**src/pkg/duh_pkg.sv**
```systemverilog
// Shared constants of the dual serial host front end
package duh_pkg;

   // Register offsets inside one channel
   localparam logic [2:0] MCR_OFFSET      = 3'h4;

   // Modem control register fields and reset value
   localparam int         MCR_IRQ_GATE_BIT  = 3;
   localparam int         MCR_PRESCALE_BIT  = 7;
   localparam logic [7:0] MCR_RESET         = 8'h00;

   // Prescaler divide ratios
   localparam int         PRESC_DIV1 = 1;
   localparam int         PRESC_DIV4 = 4;
   localparam int         PRESC_CNT_W = 2;

   // Buffer depth of each direction of a channel
   localparam int         FIFO_DEPTH = 32;

   // Reset pulse qualification
   localparam int         CLK_PERIOD_NS = 4;
   localparam int         RST_MIN_NS    = 40;
   localparam int         RST_MIN_CYC   =
      (RST_MIN_NS + CLK_PERIOD_NS - 1) / CLK_PERIOD_NS;
   localparam int         RST_CNT_W     = 4;

   // Channel reset sequencer
   typedef enum logic [1:0] {
      RST_IDLE   = 2'b00,
      RST_QUAL   = 2'b01,
      RST_ACTIVE = 2'b10
   } duh_rst_state_t;

endpackage

```
**src/hdl/duh_host_front.sv**
```systemverilog
`timescale 1ns/1ps
module duh_host_front #(
   parameter int DEPTH = duh_pkg::FIFO_DEPTH,
   parameter int LVL_W = $clog2(duh_pkg::FIFO_DEPTH + 1)
) (
   // Clock and power-up reset
   input  wire logic             clk_sys,
   input  wire logic             rst_n,
   // Device straps and control pins
   input  wire logic             busModeSel,
   input  wire logic             resetPin,
   input  wire logic             bus_isolate_input,
   input  wire logic             prescale_select_pin,
   // Host bus
   input  wire logic             read_strobe_n,
   input  wire logic             write_strobe_n,
   input  wire logic             chan_a_select_n,
   input  wire logic             chan_b_select_n,
   input  wire logic             chan_address_bit,
   input  wire logic [2:0]       hostAddr,
   input  wire logic [7:0]       hostDataIn,
   output logic      [7:0]       hostDataOut,
   output logic                  hostDataOe_n,
   // Register strobes toward the channels
   output logic                  regRdA,
   output logic                  regWrA,
   output logic                  regRdB,
   output logic                  regWrB,
   input  wire logic [7:0]       chanRdDataA,
   input  wire logic [7:0]       chanRdDataB,
   // Channel reset and baud timing
   output logic                  chanReset,
   output logic                  baudTickA,
   output logic                  baudTickB,
   output logic                  prescaleDiv4A,
   output logic                  prescaleDiv4B,
   // Buffer levels and flags
   input  wire logic [LVL_W-1:0] txLevelA,
   input  wire logic [LVL_W-1:0] txLevelB,
   input  wire logic [LVL_W-1:0] rxLevelA,
   input  wire logic [LVL_W-1:0] rxLevelB,
   output logic                  bufFullTxA,
   output logic                  bufFullTxB,
   output logic                  bufFullRxA,
   output logic                  bufFullRxB,
   // Serial pins
   input  wire logic             chanTxA,
   input  wire logic             chanTxB,
   output logic                  txPinA,
   output logic                  txPinB,
   input  wire logic             rxPinA,
   input  wire logic             rxPinB,
   output logic                  chanRxA,
   output logic                  chanRxB,
   // Interrupt and auxiliary pins
   input  wire logic             chanIrqA,
   input  wire logic             chanIrqB,
   output logic                  irq_chan_a,
   output logic                  irq_chan_a_oe_n,
   output logic                  irq_chan_b,
   output logic                  irq_chan_b_oe_n,
   output logic                  aux_out2_chan_a_n,
   output logic                  aux_out2_chan_b_n
);

   // Channel select decode from the bus pins
   function automatic logic [1:0] decodeSel(
      input logic strobeMode,
      input logic csA_n,
      input logic csB_n,
      input logic addrBit
   );
      logic [1:0] sel;
      sel = 2'b00;
      if (strobeMode) begin
         sel = {~csB_n, ~csA_n};
      end else if (!csA_n) begin
         sel = addrBit ? 2'b10 : 2'b01;
      end
      return sel;
   endfunction

   // Reset sequencer state
   duh_pkg::duh_rst_state_t          rstState_reg;
   duh_pkg::duh_rst_state_t          rstState_next;
   logic [duh_pkg::RST_CNT_W-1:0]    rstCnt_reg;
   logic [duh_pkg::RST_CNT_W-1:0]    rstCnt_next;
   logic                             pinRstActive;

   // Bus decode
   logic [1:0]                       chanSel;
   logic                             busRead;
   logic                             busWrite;
   logic [1:0]                       rdCh;
   logic [1:0]                       wrCh;

   // Per-channel state
   logic [7:0]                       mcr_reg     [0:1];
   logic [7:0]                       mcr_next    [0:1];
   logic [1:0]                       wrSeen_reg;
   logic [1:0]                       wrSeen_next;
   logic [1:0]                       div4_reg;
   logic [1:0]                       div4_next;
   logic [duh_pkg::PRESC_CNT_W-1:0]  divCnt_reg  [0:1];
   logic [duh_pkg::PRESC_CNT_W-1:0]  divCnt_next [0:1];
   logic [1:0]                       tick;

   // Read data path
   logic [7:0]                       rdData_reg;
   logic [7:0]                       rdData_next;

   // Reset pin polarity follows the bus mode
   assign pinRstActive = busModeSel ? resetPin : ~resetPin;

   // Reset qualification next state
   always_comb begin
      rstState_next = rstState_reg;
      rstCnt_next   = rstCnt_reg;
      case (rstState_reg)
         duh_pkg::RST_IDLE: begin
            rstCnt_next = '0;
            if (pinRstActive) begin
               rstState_next = duh_pkg::RST_QUAL;
               rstCnt_next   = duh_pkg::RST_CNT_W'(1);
            end
         end
         duh_pkg::RST_QUAL: begin
            if (!pinRstActive) begin
               rstState_next = duh_pkg::RST_IDLE;
               rstCnt_next   = '0;
            end else if (rstCnt_reg >=
                         duh_pkg::RST_CNT_W'(duh_pkg::RST_MIN_CYC - 1)) begin
               rstState_next = duh_pkg::RST_ACTIVE;
            end else begin
               rstCnt_next = rstCnt_reg + duh_pkg::RST_CNT_W'(1);
            end
         end
         duh_pkg::RST_ACTIVE: begin
            rstCnt_next = '0;
            if (!pinRstActive) begin
               rstState_next = duh_pkg::RST_IDLE;
            end
         end
         default: begin
            rstState_next = duh_pkg::RST_ACTIVE;
            rstCnt_next   = '0;
         end
      endcase
   end

   // Reset qualification registers
   always_ff @(posedge clk_sys or negedge rst_n) begin
      if (!rst_n) begin
         rstState_reg <= duh_pkg::RST_ACTIVE;
         rstCnt_reg   <= '0;
      end else begin
         rstState_reg <= rstState_next;
         rstCnt_reg   <= rstCnt_next;
      end
   end

   // Single registered reset for both channels
   assign chanReset = (rstState_reg == duh_pkg::RST_ACTIVE);

   // Host bus decode, gated by isolation and reset
   always_comb begin
      chanSel = decodeSel(busModeSel, chan_a_select_n,
                          chan_b_select_n, chan_address_bit);
      if (busModeSel) begin
         busRead  = ~read_strobe_n;
         busWrite = ~write_strobe_n;
      end else begin
         busRead  = write_strobe_n;                  // Direction high reads
         busWrite = ~write_strobe_n;
      end
      if (bus_isolate_input || chanReset) begin
         chanSel = 2'b00;
      end
      rdCh = chanSel & {2{busRead}};
      wrCh = chanSel & {2{busWrite}};
   end

   // Strobes toward the channel register files
   assign regRdA = rdCh[0];
   assign regRdB = rdCh[1];
   assign regWrA = wrCh[0];
   assign regWrB = wrCh[1];

   // Per-channel control state, one copy each
   for (genvar ch = 0; ch < 2; ch++) begin : g_chan

      // Next control values of this channel
      always_comb begin
         mcr_next[ch]    = mcr_reg[ch];
         wrSeen_next[ch] = wrCh[ch];
         div4_next[ch]   = div4_reg[ch];
         divCnt_next[ch] = divCnt_reg[ch] +
                           duh_pkg::PRESC_CNT_W'(1);
         if (chanReset) begin
            mcr_next[ch]    = duh_pkg::MCR_RESET;
            div4_next[ch]   = ~prescale_select_pin;
            divCnt_next[ch] = '0;
         end else if (wrCh[ch] && !wrSeen_reg[ch] &&
                      hostAddr == duh_pkg::MCR_OFFSET) begin
            mcr_next[ch]  = hostDataIn;
            div4_next[ch] =
               hostDataIn[duh_pkg::MCR_PRESCALE_BIT];
         end
         if (!div4_reg[ch]) begin
            divCnt_next[ch] = '0;
         end
      end

      // Control registers of this channel
      always_ff @(posedge clk_sys or negedge rst_n) begin
         if (!rst_n) begin
            mcr_reg[ch]    <= duh_pkg::MCR_RESET;
            wrSeen_reg[ch] <= 1'b0;
            div4_reg[ch]   <= 1'b0;
            divCnt_reg[ch] <= '0;
         end else begin
            mcr_reg[ch]    <= mcr_next[ch];
            wrSeen_reg[ch] <= wrSeen_next[ch];
            div4_reg[ch]   <= div4_next[ch];
            divCnt_reg[ch] <= divCnt_next[ch];
         end
      end

      // Baud tick: every cycle or every fourth
      assign tick[ch] = !chanReset &&
         (!div4_reg[ch] ||
          divCnt_reg[ch] ==
          duh_pkg::PRESC_CNT_W'(duh_pkg::PRESC_DIV4 - 1));
   end

   // Read data capture from the selected channel
   always_comb begin
      rdData_next = rdData_reg;
      if (rdCh[0]) begin
         rdData_next = (hostAddr == duh_pkg::MCR_OFFSET) ?
                       mcr_reg[0] : chanRdDataA;
      end else if (rdCh[1]) begin
         rdData_next = (hostAddr == duh_pkg::MCR_OFFSET) ?
                       mcr_reg[1] : chanRdDataB;
      end
   end

   // Read data register
   always_ff @(posedge clk_sys or negedge rst_n) begin
      if (!rst_n) begin
         rdData_reg <= 8'h00;
      end else begin
         rdData_reg <= rdData_next;
      end
   end

   // Host data bus drive
   assign hostDataOut  = rdData_reg;
   assign hostDataOe_n = ~(|rdCh);

   // Prescale and baud outputs
   assign baudTickA     = tick[0];
   assign baudTickB     = tick[1];
   assign prescaleDiv4A = div4_reg[0];
   assign prescaleDiv4B = div4_reg[1];

   // Buffer full flags at the documented depth
   assign bufFullTxA = (txLevelA == LVL_W'(DEPTH));
   assign bufFullTxB = (txLevelB == LVL_W'(DEPTH));
   assign bufFullRxA = (rxLevelA == LVL_W'(DEPTH));
   assign bufFullRxB = (rxLevelB == LVL_W'(DEPTH));

   // Serial pins forced idle during reset
   assign txPinA  = chanReset ? 1'b1 : chanTxA;
   assign txPinB  = chanReset ? 1'b1 : chanTxB;
   assign chanRxA = chanReset ? 1'b1 : rxPinA;
   assign chanRxB = chanReset ? 1'b1 : rxPinB;

   // Interrupt pins gated by output-2 bits
   assign irq_chan_a      = chanIrqA;
   assign irq_chan_b      = chanIrqB;
   assign irq_chan_a_oe_n =
      ~mcr_reg[0][duh_pkg::MCR_IRQ_GATE_BIT];
   assign irq_chan_b_oe_n =
      ~mcr_reg[1][duh_pkg::MCR_IRQ_GATE_BIT];
   assign aux_out2_chan_a_n =
      ~mcr_reg[0][duh_pkg::MCR_IRQ_GATE_BIT];
   assign aux_out2_chan_b_n =
      ~mcr_reg[1][duh_pkg::MCR_IRQ_GATE_BIT];

endmodule // duh_host_front

```
**config.mk**
```make
export PLATFORM = sky130hd
export DESIGN_NAME = duh_host_front
export DESIGN_NICKNAME = d
export VERILOG_FILES = /design/src/pkg/duh_pkg.sv /design/src/hdl/duh_host_front.sv
export SDC_FILE = /design/constraint.sdc
export NUM_CORES = 1
export LEC_CHECK = 0
export ABC_AREA = 1
export BUFFER_PORTS_ARGS = -buffer_cell sky130_fd_sc_hd__buf_2
export CAP_MARGIN = 5
export CORE_MARGIN = 2
export CORE_UTILIZATION = 35
export CTS_CLUSTER_SIZE = 12
export DETAILED_ROUTE_END_ITERATION = 6
export GPL_TIMING_DRIVEN = 0
export SLEW_MARGIN = 20
export SYNTH_ARGS = -nofsm -noshare
export SYNTH_HDL_FRONTEND = slang
export SYNTH_SLANG_ARGS = --single-unit
```
**constraint.sdc**
```tcl
create_clock -name clk_sys -period 1.75 [get_ports clk_sys]
set_input_delay 0.0875 -clock clk_sys [delete_from_list [all_inputs] [get_ports clk_sys]]
set_output_delay 0.0875 -clock clk_sys [all_outputs]
set_load 0.1 [all_outputs]
```
==> results.md, run 1 <==
* Final setup fails at 0
* Fmax achieved at approximately 600 MHz
* Area growth from synthesis to layout at 42.6%
* Via count at 2318
* WP depth at 7
* Routed wire length at ~5800 um
* Multi-input logic area at 1120 um^2
* Clock transition at path regs at 0.08 ns
* Clk root buf: clkbuf_8
* Die area at approximately 7100 um^2
* Cell area after layout at 3200 um^2
* Reg-to-reg startpoint: rstState_reg[1]
* Share of cells above drive strength 1 at about a third
* DP Worst Slack at -0.0475 ns
* Setup TNS at 0 ns
* Critical path required time at ~1.7 ns
* Worst Clk Skew at 0.00862 ns
* Max cap viols at 0
* Syn nets at 377
* Syn Area/Cell at between 7 and 8 um^2
* Max Fanout on Critical Path at 9
* Pwr Total at 3450 uW
* Final Non-Filler Cells at approximately 500
* First-pass GRT wire length at 9780 um
* Syn. warnings at 0
* H-tree levels at 2
* Placed Instance Area at 2860 um^2
* VDD IR max at 655 uV
* Relative slew slack at 41.6%
* CP Capture Type: output port
* Ratio of final minimum period to clock period at 95.5%
* RR Endpoint: mcr_reg[2]
* Worst path cell trace: nand2_4 > nand2_4 > inv_1 > nand3_2 > nand2_4 > inv_6 > buf_12
* Die height at between 80 and 90 um
* CP arrival at 1.58 ns
* Vias per cell at 4.67
* Fill cells at 649
* Setup slack, reg-to-reg at 0.16 ns
* Max Slew Vio Count at 0
* I/O pin count at 100
* Drt wl/cell at approximately 12 um
* Power Density at 1080 nW/um^2
* Initial antenna violation count at 0
* Worst Setup SP: rstState_reg[1]
* Mapped cell area at about 2200 um^2
* Family with the most delay on the worst path: flip-flops
* Startpoint types: flop
* CTS tree: done
* Status: finished, final reports clean
* Hold Vio Cnt, Final at 0
* Worst path slowest cell: dfstp_2
* Port Buffers at 97
* Ant. Diodes at 0
* Number of global-route vias before repair at roughly 2200
* Initial cell density of the core at a little over a third
* FF+latch area at 952 um^2
* Least-Margin Pin Slew at around 0.9 ns
* Post-route minimum period at 1.67 ns
* First DRT Iteration DRCs at 72
* CTS Buffer Depth at 2
* Reg2Reg Depth at 9
* Router iterations before antenna repair at 4
* Leak pwr at between 0.0015 and 0.002 uW
* Number of flip-flops under the largest register name at 16
* Setup crit end: hostDataOe_n
* Core area at 6280 um^2
* Worst setup margin at roughly 0.08 ns
* Worst-Skew Late Latency at roughly 0.29 ns
* Worst path max stage delay at 0.56 ns
* CTS Buf Count at 5
* CP Class: flop to output port
* Register bit count reported by yosys at 38
* Post-DP HPWL at 4410 um
* Routed Antenna Nets at 0
* Seq/Total Area, Yosys at 42.5%
* GRT Util Overall at 16.8%
* Final GP Congestion at 0.832
* Sink Count at 38
* Placed Instances at 478
* Largest net degree at the start of global routing at 39
* Grt total ovfl at 0
* Synth unique cells at 29
* Die Wd at 84.0 um
* Residual DRC count at 0
* Nets at 492
* Worst min path class: input pin to flop
* RSZ-0062 raised after global routing: no
* Post-Syn Instances at 304
* CP most frequent cell: nand2_4
* Crit path buf inv count at 3
* Site Rows at 29
-- per-stage QoR --
| step | hold WS (ns) | utilization [%] |
|---|---|---|
| 6_report | 0.0420 | 50.9 |
| 5_1_grt | 0.0386 | 50.9 |
| 4_1_cts | 0.0349 | 49.5 |
| 3_5_place_dp | 0.264 | 45.6 |
| 3_3_place_gp | 0.247 | 45.6 |
| 2_1_floorplan | -0.208 | - |
-- cell usage after synthesis --
library cell	instances	area share (%)
o21ai_0	13	2.9
buf_1	1	0.17
nand2_1	90	15
nor2_2	1	0.28
ha_1	5	2.8
a22oi_1	1	0.34
dfstp_2	1	1.2
buf_4	4	1.3
nand2_2	1	0.28
nand4_4	1	0.95
buf_6	1	0.50
inv_1	41	6.9
a31oi_1	1	0.28
nor2_4	1	0.50
nand4_1	12	3.3
a21oi_1	3	0.67
clkbuf_1	5	0.84
o21a_1	1	0.34
nand3b_1	4	1.3
nand2_4	4	2.0
buf_2	1	0.22
or2_2	4	1.1
o21ai_2	1	0.39
inv_2	2	0.34
nand3_1	40	8.9
nor2_1	20	3.3
nand3_4	1	0.78
dfrtp_1	37	41
nor3_1	7	1.6
-- report_power, final --
| part | internal, uW | switching, uW | leakage, uW |
|---|---|---|---|
| logic | 348 | 1170 | 0.00127 |
| registers | 1060 | 99.5 | 0.000487 |
| clock network | 456 | 315 | 0.0000573 |
-- layer usage --
layer	vias up	global-route usage [%]	share of wire [%]	wire length, um
met5	-	0	0	0
met4	0	3.52	0.86	50
met3	6	4.75	7.5	431
met2	81	28.1	45	2620
met1	1032	21.8	46	2680
li1	1199	-	-	-
-- worst min-delay path by stage --
stage	cells after the start	slack, ns	to	start
2_1_floorplan	0	-0.21	divCnt_reg[0]	rst_n
3_3_place_gp	1	0.25	divCnt_reg[0]	rst_n
3_5_place_dp	1	0.26	prescaleDiv4A	rst_n
4_1_cts	2	0.03	wrSeen_reg[1]	write_strobe_n
5_1_grt	2	0.04	wrSeen_reg[1]	write_strobe_n
6_report	2	0.04	wrSeen_reg[1]	write_strobe_n
-- kinds of logic (layout without fill, tap and decap cells) --
kind of cell	count (synthesis)	count (layout)	share of synthesized area, %
AOI/OAI and AO/OA	20	20	4.91
adders and majority gates	5	5	2.79
DFF	38	38	42.5
buffers and inverters	55	170	10.3
and+or+nand+nor	186	186	39.5
-- cells in the final DEF (no fill, tap or decap), types with 6 or more instances in the layout --
cell	netlist	final
clkbuf_8	0	6
buf_4	4	16
o21ai_0	13	13
dfrtp_1	37	37
nand4_1	12	12
nand2_1	90	90
buf_2	1	85
nand3_1	40	39
inv_1	41	41
nor2_1	20	17
-- cell type report --
cell class	instances	share of cell area (%)
Buffer	12	2.39
Clock buffer	6	2.58
Clock inverter	1	0.940
Inverter	43	5.21
Multi-Input combinational cell	211	35.0
Sequential cell	38	29.8
Tap cell	77	3.01
Timing Repair Buffer	108	21.1
-- repair_timing --
action	CTS	global route
buffers inserted	3	7
gates cloned	0	0
resized for setup	31	9
setup endpoints to repair	12	7
pin swaps	1	2
hold buffers	1	0
hold endpoints to repair	37	0
Power figures use the tool's default switching activity.
==> inputs of run 2 (changes only) <==
--- a/config.mk
+++ b/config.mk
@@ -5,7 +5,6 @@
 export SDC_FILE = /design/constraint.sdc
 export NUM_CORES = 1
 export LEC_CHECK = 0
-export ABC_AREA = 1
 export BUFFER_PORTS_ARGS = -buffer_cell sky130_fd_sc_hd__buf_2
 export CAP_MARGIN = 5
 export CORE_MARGIN = 2
==> run 2 against run 1 <==
- the run now ends with setup timing left
- setup slack got worse by 0.57 ns
- clock-buffer cell count increased by 1
- non-clock buffer count increased by 9
- synthesized cell count decreased by 43%
- sequential cell count unchanged
- final area decreased by 0.23%
- critical path type is now flop to flop
- critical endpoint is now prescaleDiv4A
==> results.md, run 2 <==
* First DRT Iteration DRCs at 28
* Routed length on met1 at roughly 2100 um
* CTS Buffer Depth at 2
* Internal at 2190 uW
* CP arrival at between 2 and 2.5 ns
* Clk network pwr share at around 14%
* Switching power at 2150 uW
* RSZ-0062 raised after global routing: yes
* Relative slew slack at a little over two fifths
* Die height at between 70 and 80 um
* Routed Antenna Nets at 0
* Leak pwr at about 0.0017 uW
* Largest net degree at the start of global routing at 39
* CTS Buf Count at 5
* Worst hold endpoint: prescaleDiv4B
* Drt wl/cell at 13.3 um
* Hold Path Stages at 2
* Core area at 5470 um^2
* Synth async-reset ratio at 100%
* Register bit count reported by yosys at 38
* Final core utilization at 58.3%
* Seq/Total Area, Yosys at 48.3%
* Worst setup margin at -0.496 ns
* Ratio of final minimum period to clock period at 128%
* Status: finished with violations
* Final GP Congestion at 0.809
* Residual DRC count at 0
* Worst Clk Skew at 0.00267 ns
* Die Wd at 79.1 um
* Met2 routed WL at 2570 um
* Initial cell density of the core at 36.1%
* Most common cell in the netlist: dfrtp_1
* Sink Count at 38
* CTS tree: done
* Synth area leader: dfrtp_1
* Max Slew Vio Count at 0
* Reg-to-reg startpoint: rstState_reg[1]
* Synth cell count leaders: dfrtp_1, nor2_1, mux2i_1
* Port Buffers at 97
* Max cap viols at 0
* Syn nets at 245
* RR Endpoint: prescaleDiv4A
* Dominant cells by area after synthesis: dfrtp_1, mux4_2, mux2i_1
* Least-Margin Pin Slew at 0.849 ns
* Power Density at 1360 nW/um^2
* Worst-Skew Late Latency at 0.28 ns
* Reg2Reg Depth at 6
* EDFF count, synth at 0
* Share of cells above drive strength 1 at between 50% and 60%
* Commonest non-fill, non-tap cell in the layout: buf_2
* Number of flip-flops under the largest register name at 16
* CP Capture Type: flop
* Placed Instance Area at between 2000 and 3000 um^2
* Critical path required time at 1.95 ns
* Hold Path Origin: prescale_select_pin
* Post-route minimum period at 2.25 ns
* Via count at 1760
* Fmax achieved at 445 MHz
* Initial antenna violation count at 0
* I/O pin count at 100
* Hold Vio Cnt, Final at 0
* Ant. Diodes at 0
* Nets at 372
* Grt total ovfl at 0
* Switching power as a share of total power at 49.6%
* Clk root buf: clkbuf_8
* Final setup fails at 33
* Clock transition at path regs at 0.07 ns
* Met3 wire length at 245 um
* Commonest cells after routing, fill and taps aside: buf_2, dfrtp_1, nor2_1
* Syn. warnings at 0
* Worst min path class: input pin to flop
* Gate power share at 55.8%
* Mapped cell area at 1970 um^2
* Startpoint types: flop
* Prevailing post-synth register cell: dfrtp_1
* CP Class: flop to flop
* Max layer used: met4
* H-tree levels at 2
* Die area at 6250 um^2
* Max Fanout on Critical Path at 8
* First-pass GRT wire length at roughly 8000 um
* Router iterations before antenna repair at 4
* Reg power frac at 30.1%
* Site Rows at 27
* GRT Util Overall at ~17%
* Failing checks: setup timing
* Post-Syn Instances at roughly 170
* Vias per cell at 4.73
* VDD IR max at between 800 and 900 uV
* Post-DP HPWL at 3470 um
* Routed wire length at roughly 5000 um
* Post-synth top area share at 46.9%
* Number of global-route vias before repair at 1808
* DP Worst Slack at -0.586 ns
* Area growth from synthesis to layout at 61.6%
* Cell area after layout at 3190 um^2
* Setup slack, reg-to-reg at -0.50 ns
* Syn Area/Cell at approximately 11 um^2
* Synth unique cells at 35
## run 2: cell type report
class,count,area (um^2)
Inverter,9,43.8
Clock inverter,1,5.00
Tap cell,72,90.1
Timing Repair Buffer,122,866
Sequential cell,38,952
Buffer,7,95.1
Fill cell,485,2280
Multi-Input combinational cell,116,1050
Clock buffer,7,86.3
## run 2: critical path: stages (launching register included)
cell	delay, ns
dfstp_2	0.37
or2b_4	0.22
inv_6	0.03
or4_4	0.51
or4_4	0.61
or2_4	0.27
a22oi_2	0.15
## run 2: repair_timing
item	CTS	global route
buffers inserted	17	7
hold buffers	1	0
endpoints found under the setup margin	38	38
gates resized for setup	55	17
hold endpoints to repair	37	0
pin swaps	6	11
## run 2: layer usage
layer,global-route usage [%],vias up
met5,0,-
met4,5.00,0
met3,2.95,7
met2,29.4,53
met1,20.8,851
li1,-,849
## run 2: cell families after synthesis
family / synth area share [%]
mux: 21.3
buf+inv: 4.76
xor+xnor: 1.33
simple gates: 16.5
flops: 48.3
compound gates: 4.69
fa+ha+maj: 3.17
## run 2: worst max path at each step
stage                         start             to  slack [ns]  depth (start not counted)
global route        rstState_reg[1]  prescaleDiv4A       -0.56                          6
CTS                 rstState_reg[1]  prescaleDiv4A       -0.50                          7
floorplan           rstState_reg[1]  prescaleDiv4A       -0.45                          7
finish              rstState_reg[1]  prescaleDiv4A       -0.50                          6
global placement    rstState_reg[1]  prescaleDiv4A       -0.57                          7
detailed placement  rstState_reg[1]  prescaleDiv4A       -0.59                          7
## run 2: power by group through the flow
stage / sequential, uW / clock (uW) / combinational (uW)
floorplan: 1920 / 0 / 1150
global placement: 1320 / 0 / 2110
detailed placement: 1330 / 0 / 2130
CTS: 1310 / 634 / 2390
global route: 1350 / 663 / 2560
finish: 1310 / 611 / 2420
## run 2: per-stage QoR
step	setup TNS (ns)	hold slack, ns	std cells	power, uW
floorplan	-9.64	-0.208	172	3080
global placement	-12.83	0.257	341	3430
detailed placement	-13.32	0.249	341	3460
CTS	-11.93	0.00341	367	4330
global route	-13.57	0.0363	372	4570
finish	-11.60	0.0290	372	4340
==> inputs of run 3 (changes only) <==
--- a/config.mk
+++ b/config.mk
@@ -6,12 +6,13 @@
 export NUM_CORES = 1
 export LEC_CHECK = 0
 export BUFFER_PORTS_ARGS = -buffer_cell sky130_fd_sc_hd__buf_2
-export CAP_MARGIN = 5
+export CAP_MARGIN = 25
 export CORE_MARGIN = 2
 export CORE_UTILIZATION = 35
 export CTS_CLUSTER_SIZE = 12
 export DETAILED_ROUTE_END_ITERATION = 6
 export GPL_TIMING_DRIVEN = 0
+export SETUP_SLACK_MARGIN = 0.15
 export SLEW_MARGIN = 20
 export SYNTH_ARGS = -nofsm -noshare
 export SYNTH_HDL_FRONTEND = slang
==> constraint.sdc (replaced) <==
create_clock -name clk_sys -period 2.1 [get_ports clk_sys]
set_input_delay 0.105 -clock clk_sys [delete_from_list [all_inputs] [get_ports clk_sys]]
set_output_delay 0.105 -clock clk_sys [all_outputs]
set_load 0.1 [all_outputs]
==> run 3 against run 2 <==
- register-to-register slack improved by 0.31 ns
- the flow still finishes with violations (setup timing)
- global-route usage decreased by 0.28 points
- combinational power decreased by 21%
- sequential share of layout area increased by 1.2 points
- maximum frequency decreased by 1.9%
- final area decreased by 3.7%
==> results.md, run 3 (synthesized netlist as in run 2, its figures left out) <==
* Status: finished with violations
* Failing checks: setup timing
* Max Slew Vio Count at 0
* Vias per cell at 4.66
* CTS tree: done
* Die Wd at 79.1 um
* Port Buffers at 97
* I/O pin count at 100
* CTS Buffer Depth at 2
* Pwr Total at between 3000 and 4000 uW
* Startpoint types: flop
* Ant. Diodes at 0
* Area growth from synthesis to layout at 55.5%
* DP Worst Slack at -0.242 ns
* CP Capture Type: flop
* GRT Util Overall at roughly 16%
* Worst path cell trace: or2b_4 > inv_6 > or4_4 > or4_4 > buf_12 > or2_4 > a22oi_2
* Fill cells at 509
* Worst-Skew Late Latency at just under 0.3 ns
* Core area at around 5500 um^2
* Setup TNS at -1.76 ns
* Sink Count at 38
* Via count at approximately 1700
* Clock transition at path regs at 0.07 ns
* Commonest non-fill, non-tap cell in the layout: buf_2
* Reg power frac at 31.0%
* FF+latch area at 952 um^2
* H-tree levels at 2
* Commonest cells after routing, fill and taps aside: buf_2, dfrtp_1, nor2_1
* Clk network pwr share at around 15%
* Internal at ~1700 uW
* Initial antenna violation count at 0
* Multi-input logic area at 1030 um^2
* Family with the most delay on the worst path: simple AND/OR/NAND/NOR gates
* Grt total ovfl at 0
* Routed wire length at 5010 um
* First DRT Iteration DRCs at 73
* Initial cell density of the core at 36.1%
* Max cap viols at 0
* Routed Antenna Nets at 0
* CP Class: flop to flop
* Gate power share at 54.2%
* Max Fanout on Critical Path at 10
* VDD IR max at roughly 670 uV
* Switching power at between 1500 and 2000 uW
* Share of cells above drive strength 1 at 58.8%
* CTS Buf Count at 5
* CP most frequent cell: or4_4
* Site Rows at 27
* Relative slew slack at 42.8%
* Power Density at 1150 nW/um^2
* Placed Instances at between 300 and 400
* Leak pwr at between 0.0015 and 0.002 uW
* Router iterations before antenna repair at 4
* Fmax achieved at 437 MHz
* Final Non-Filler Cells at 368
* Nets at 368
* Critical path required time at 2.31 ns
* Worst path max stage delay at 0.51 ns
* Ratio of final minimum period to clock period at 109%
* RSZ-0062 raised after global routing: yes
* CP arrival at 2.50 ns
* Clk root buf: clkbuf_8
* Worst setup margin at -0.190 ns
* Final GP Congestion at around 0.76
* Worst min path class: input pin to flop
* Post-DP HPWL at 3380 um
* Final core utilization at 56.1%
* Post-route minimum period at 2.29 ns
* Number of global-route vias before repair at about 1700
* Residual DRC count at 0
* Switching power as a share of total power at 50.6%
* Worst path slowest cell: or4_4
* Drt wl/cell at ~14 um
* Largest net degree at the start of global routing at 39
* Worst Clk Skew at 0.00576 ns
* First-pass GRT wire length at 7830 um
* Crit path buf inv count at 2
* Final setup fails at 22
* Die height at between 70 and 80 um
* Least-Margin Pin Slew at roughly 0.86 ns
* Hold Vio Cnt, Final at 0
* Die area at roughly 6300 um^2
* Number of flip-flops under the largest register name at 16
==> run 3: worst paths after layout <==
kind                                           from            end  slack, ns  cells past startpoint
worst max-delay path                rstState_reg[1]  prescaleDiv4A      -0.19                      7
worst min-delay path            prescale_select_pin  prescaleDiv4B       0.04                      2
worst max register to register      rstState_reg[1]  prescaleDiv4A      -0.19                      7
worst min register to register        divCnt_reg[0]  divCnt_reg[0]       0.44                      1
max in group asynchronous                     rst_n    mcr_reg[15]       1.10                      2
min in group asynchronous                     rst_n     mcr_reg[2]       0.47                      2
==> run 3: power by group through the flow <==
stage	Combinational (uW)	Clock (uW)	Sequential [uW]
2_1_floorplan	957	0	1600
3_3_place_gp	1750	0	1100
3_5_place_dp	1770	0	1110
4_1_cts	1850	533	1100
5_1_grt	2010	564	1130
6_report	1910	520	1090
==> run 3: through the flow <==
step | hold slack (ns) | cell area (um^2)
detailed placement | 0.261 | 2620
global placement | 0.271 | 2620
CTS | 0.0176 | 2940
finish | 0.0371 | 3070
global route | 0.0355 | 3070
floorplan | -0.191 | 2040
==> run 3: repair_timing <==
action / in CTS / in global routing
hold endpoints to repair: 37 / 0
pin swaps: 2 / 4
endpoints found under the setup margin: 34 / 38
setup buffers: 10 / 7
cloned: 1 / 1
gates resized for setup: 37 / 21
hold buffers: 1 / 0
==> run 3: layer usage <==
layer	vias up	GRT usage [%]	wire length (um)
li1	839	-	-
met4	0	6.38	67
met1	819	22.0	2170
met3	6	3.41	237
met2	51	26.0	2540
met5	-	0	0
==> run 3: layout make-up <==
type / instances / share of cell area (%)
tap: 72 / 2.94
clock buffer: 7 / 2.81
inverter: 9 / 1.35
buffer: 8 / 3.18
clock inverter: 1 / 0.163
sequential: 38 / 31.0
timing repair buffer: 117 / 24.8
multi-input combinational: 116 / 33.7
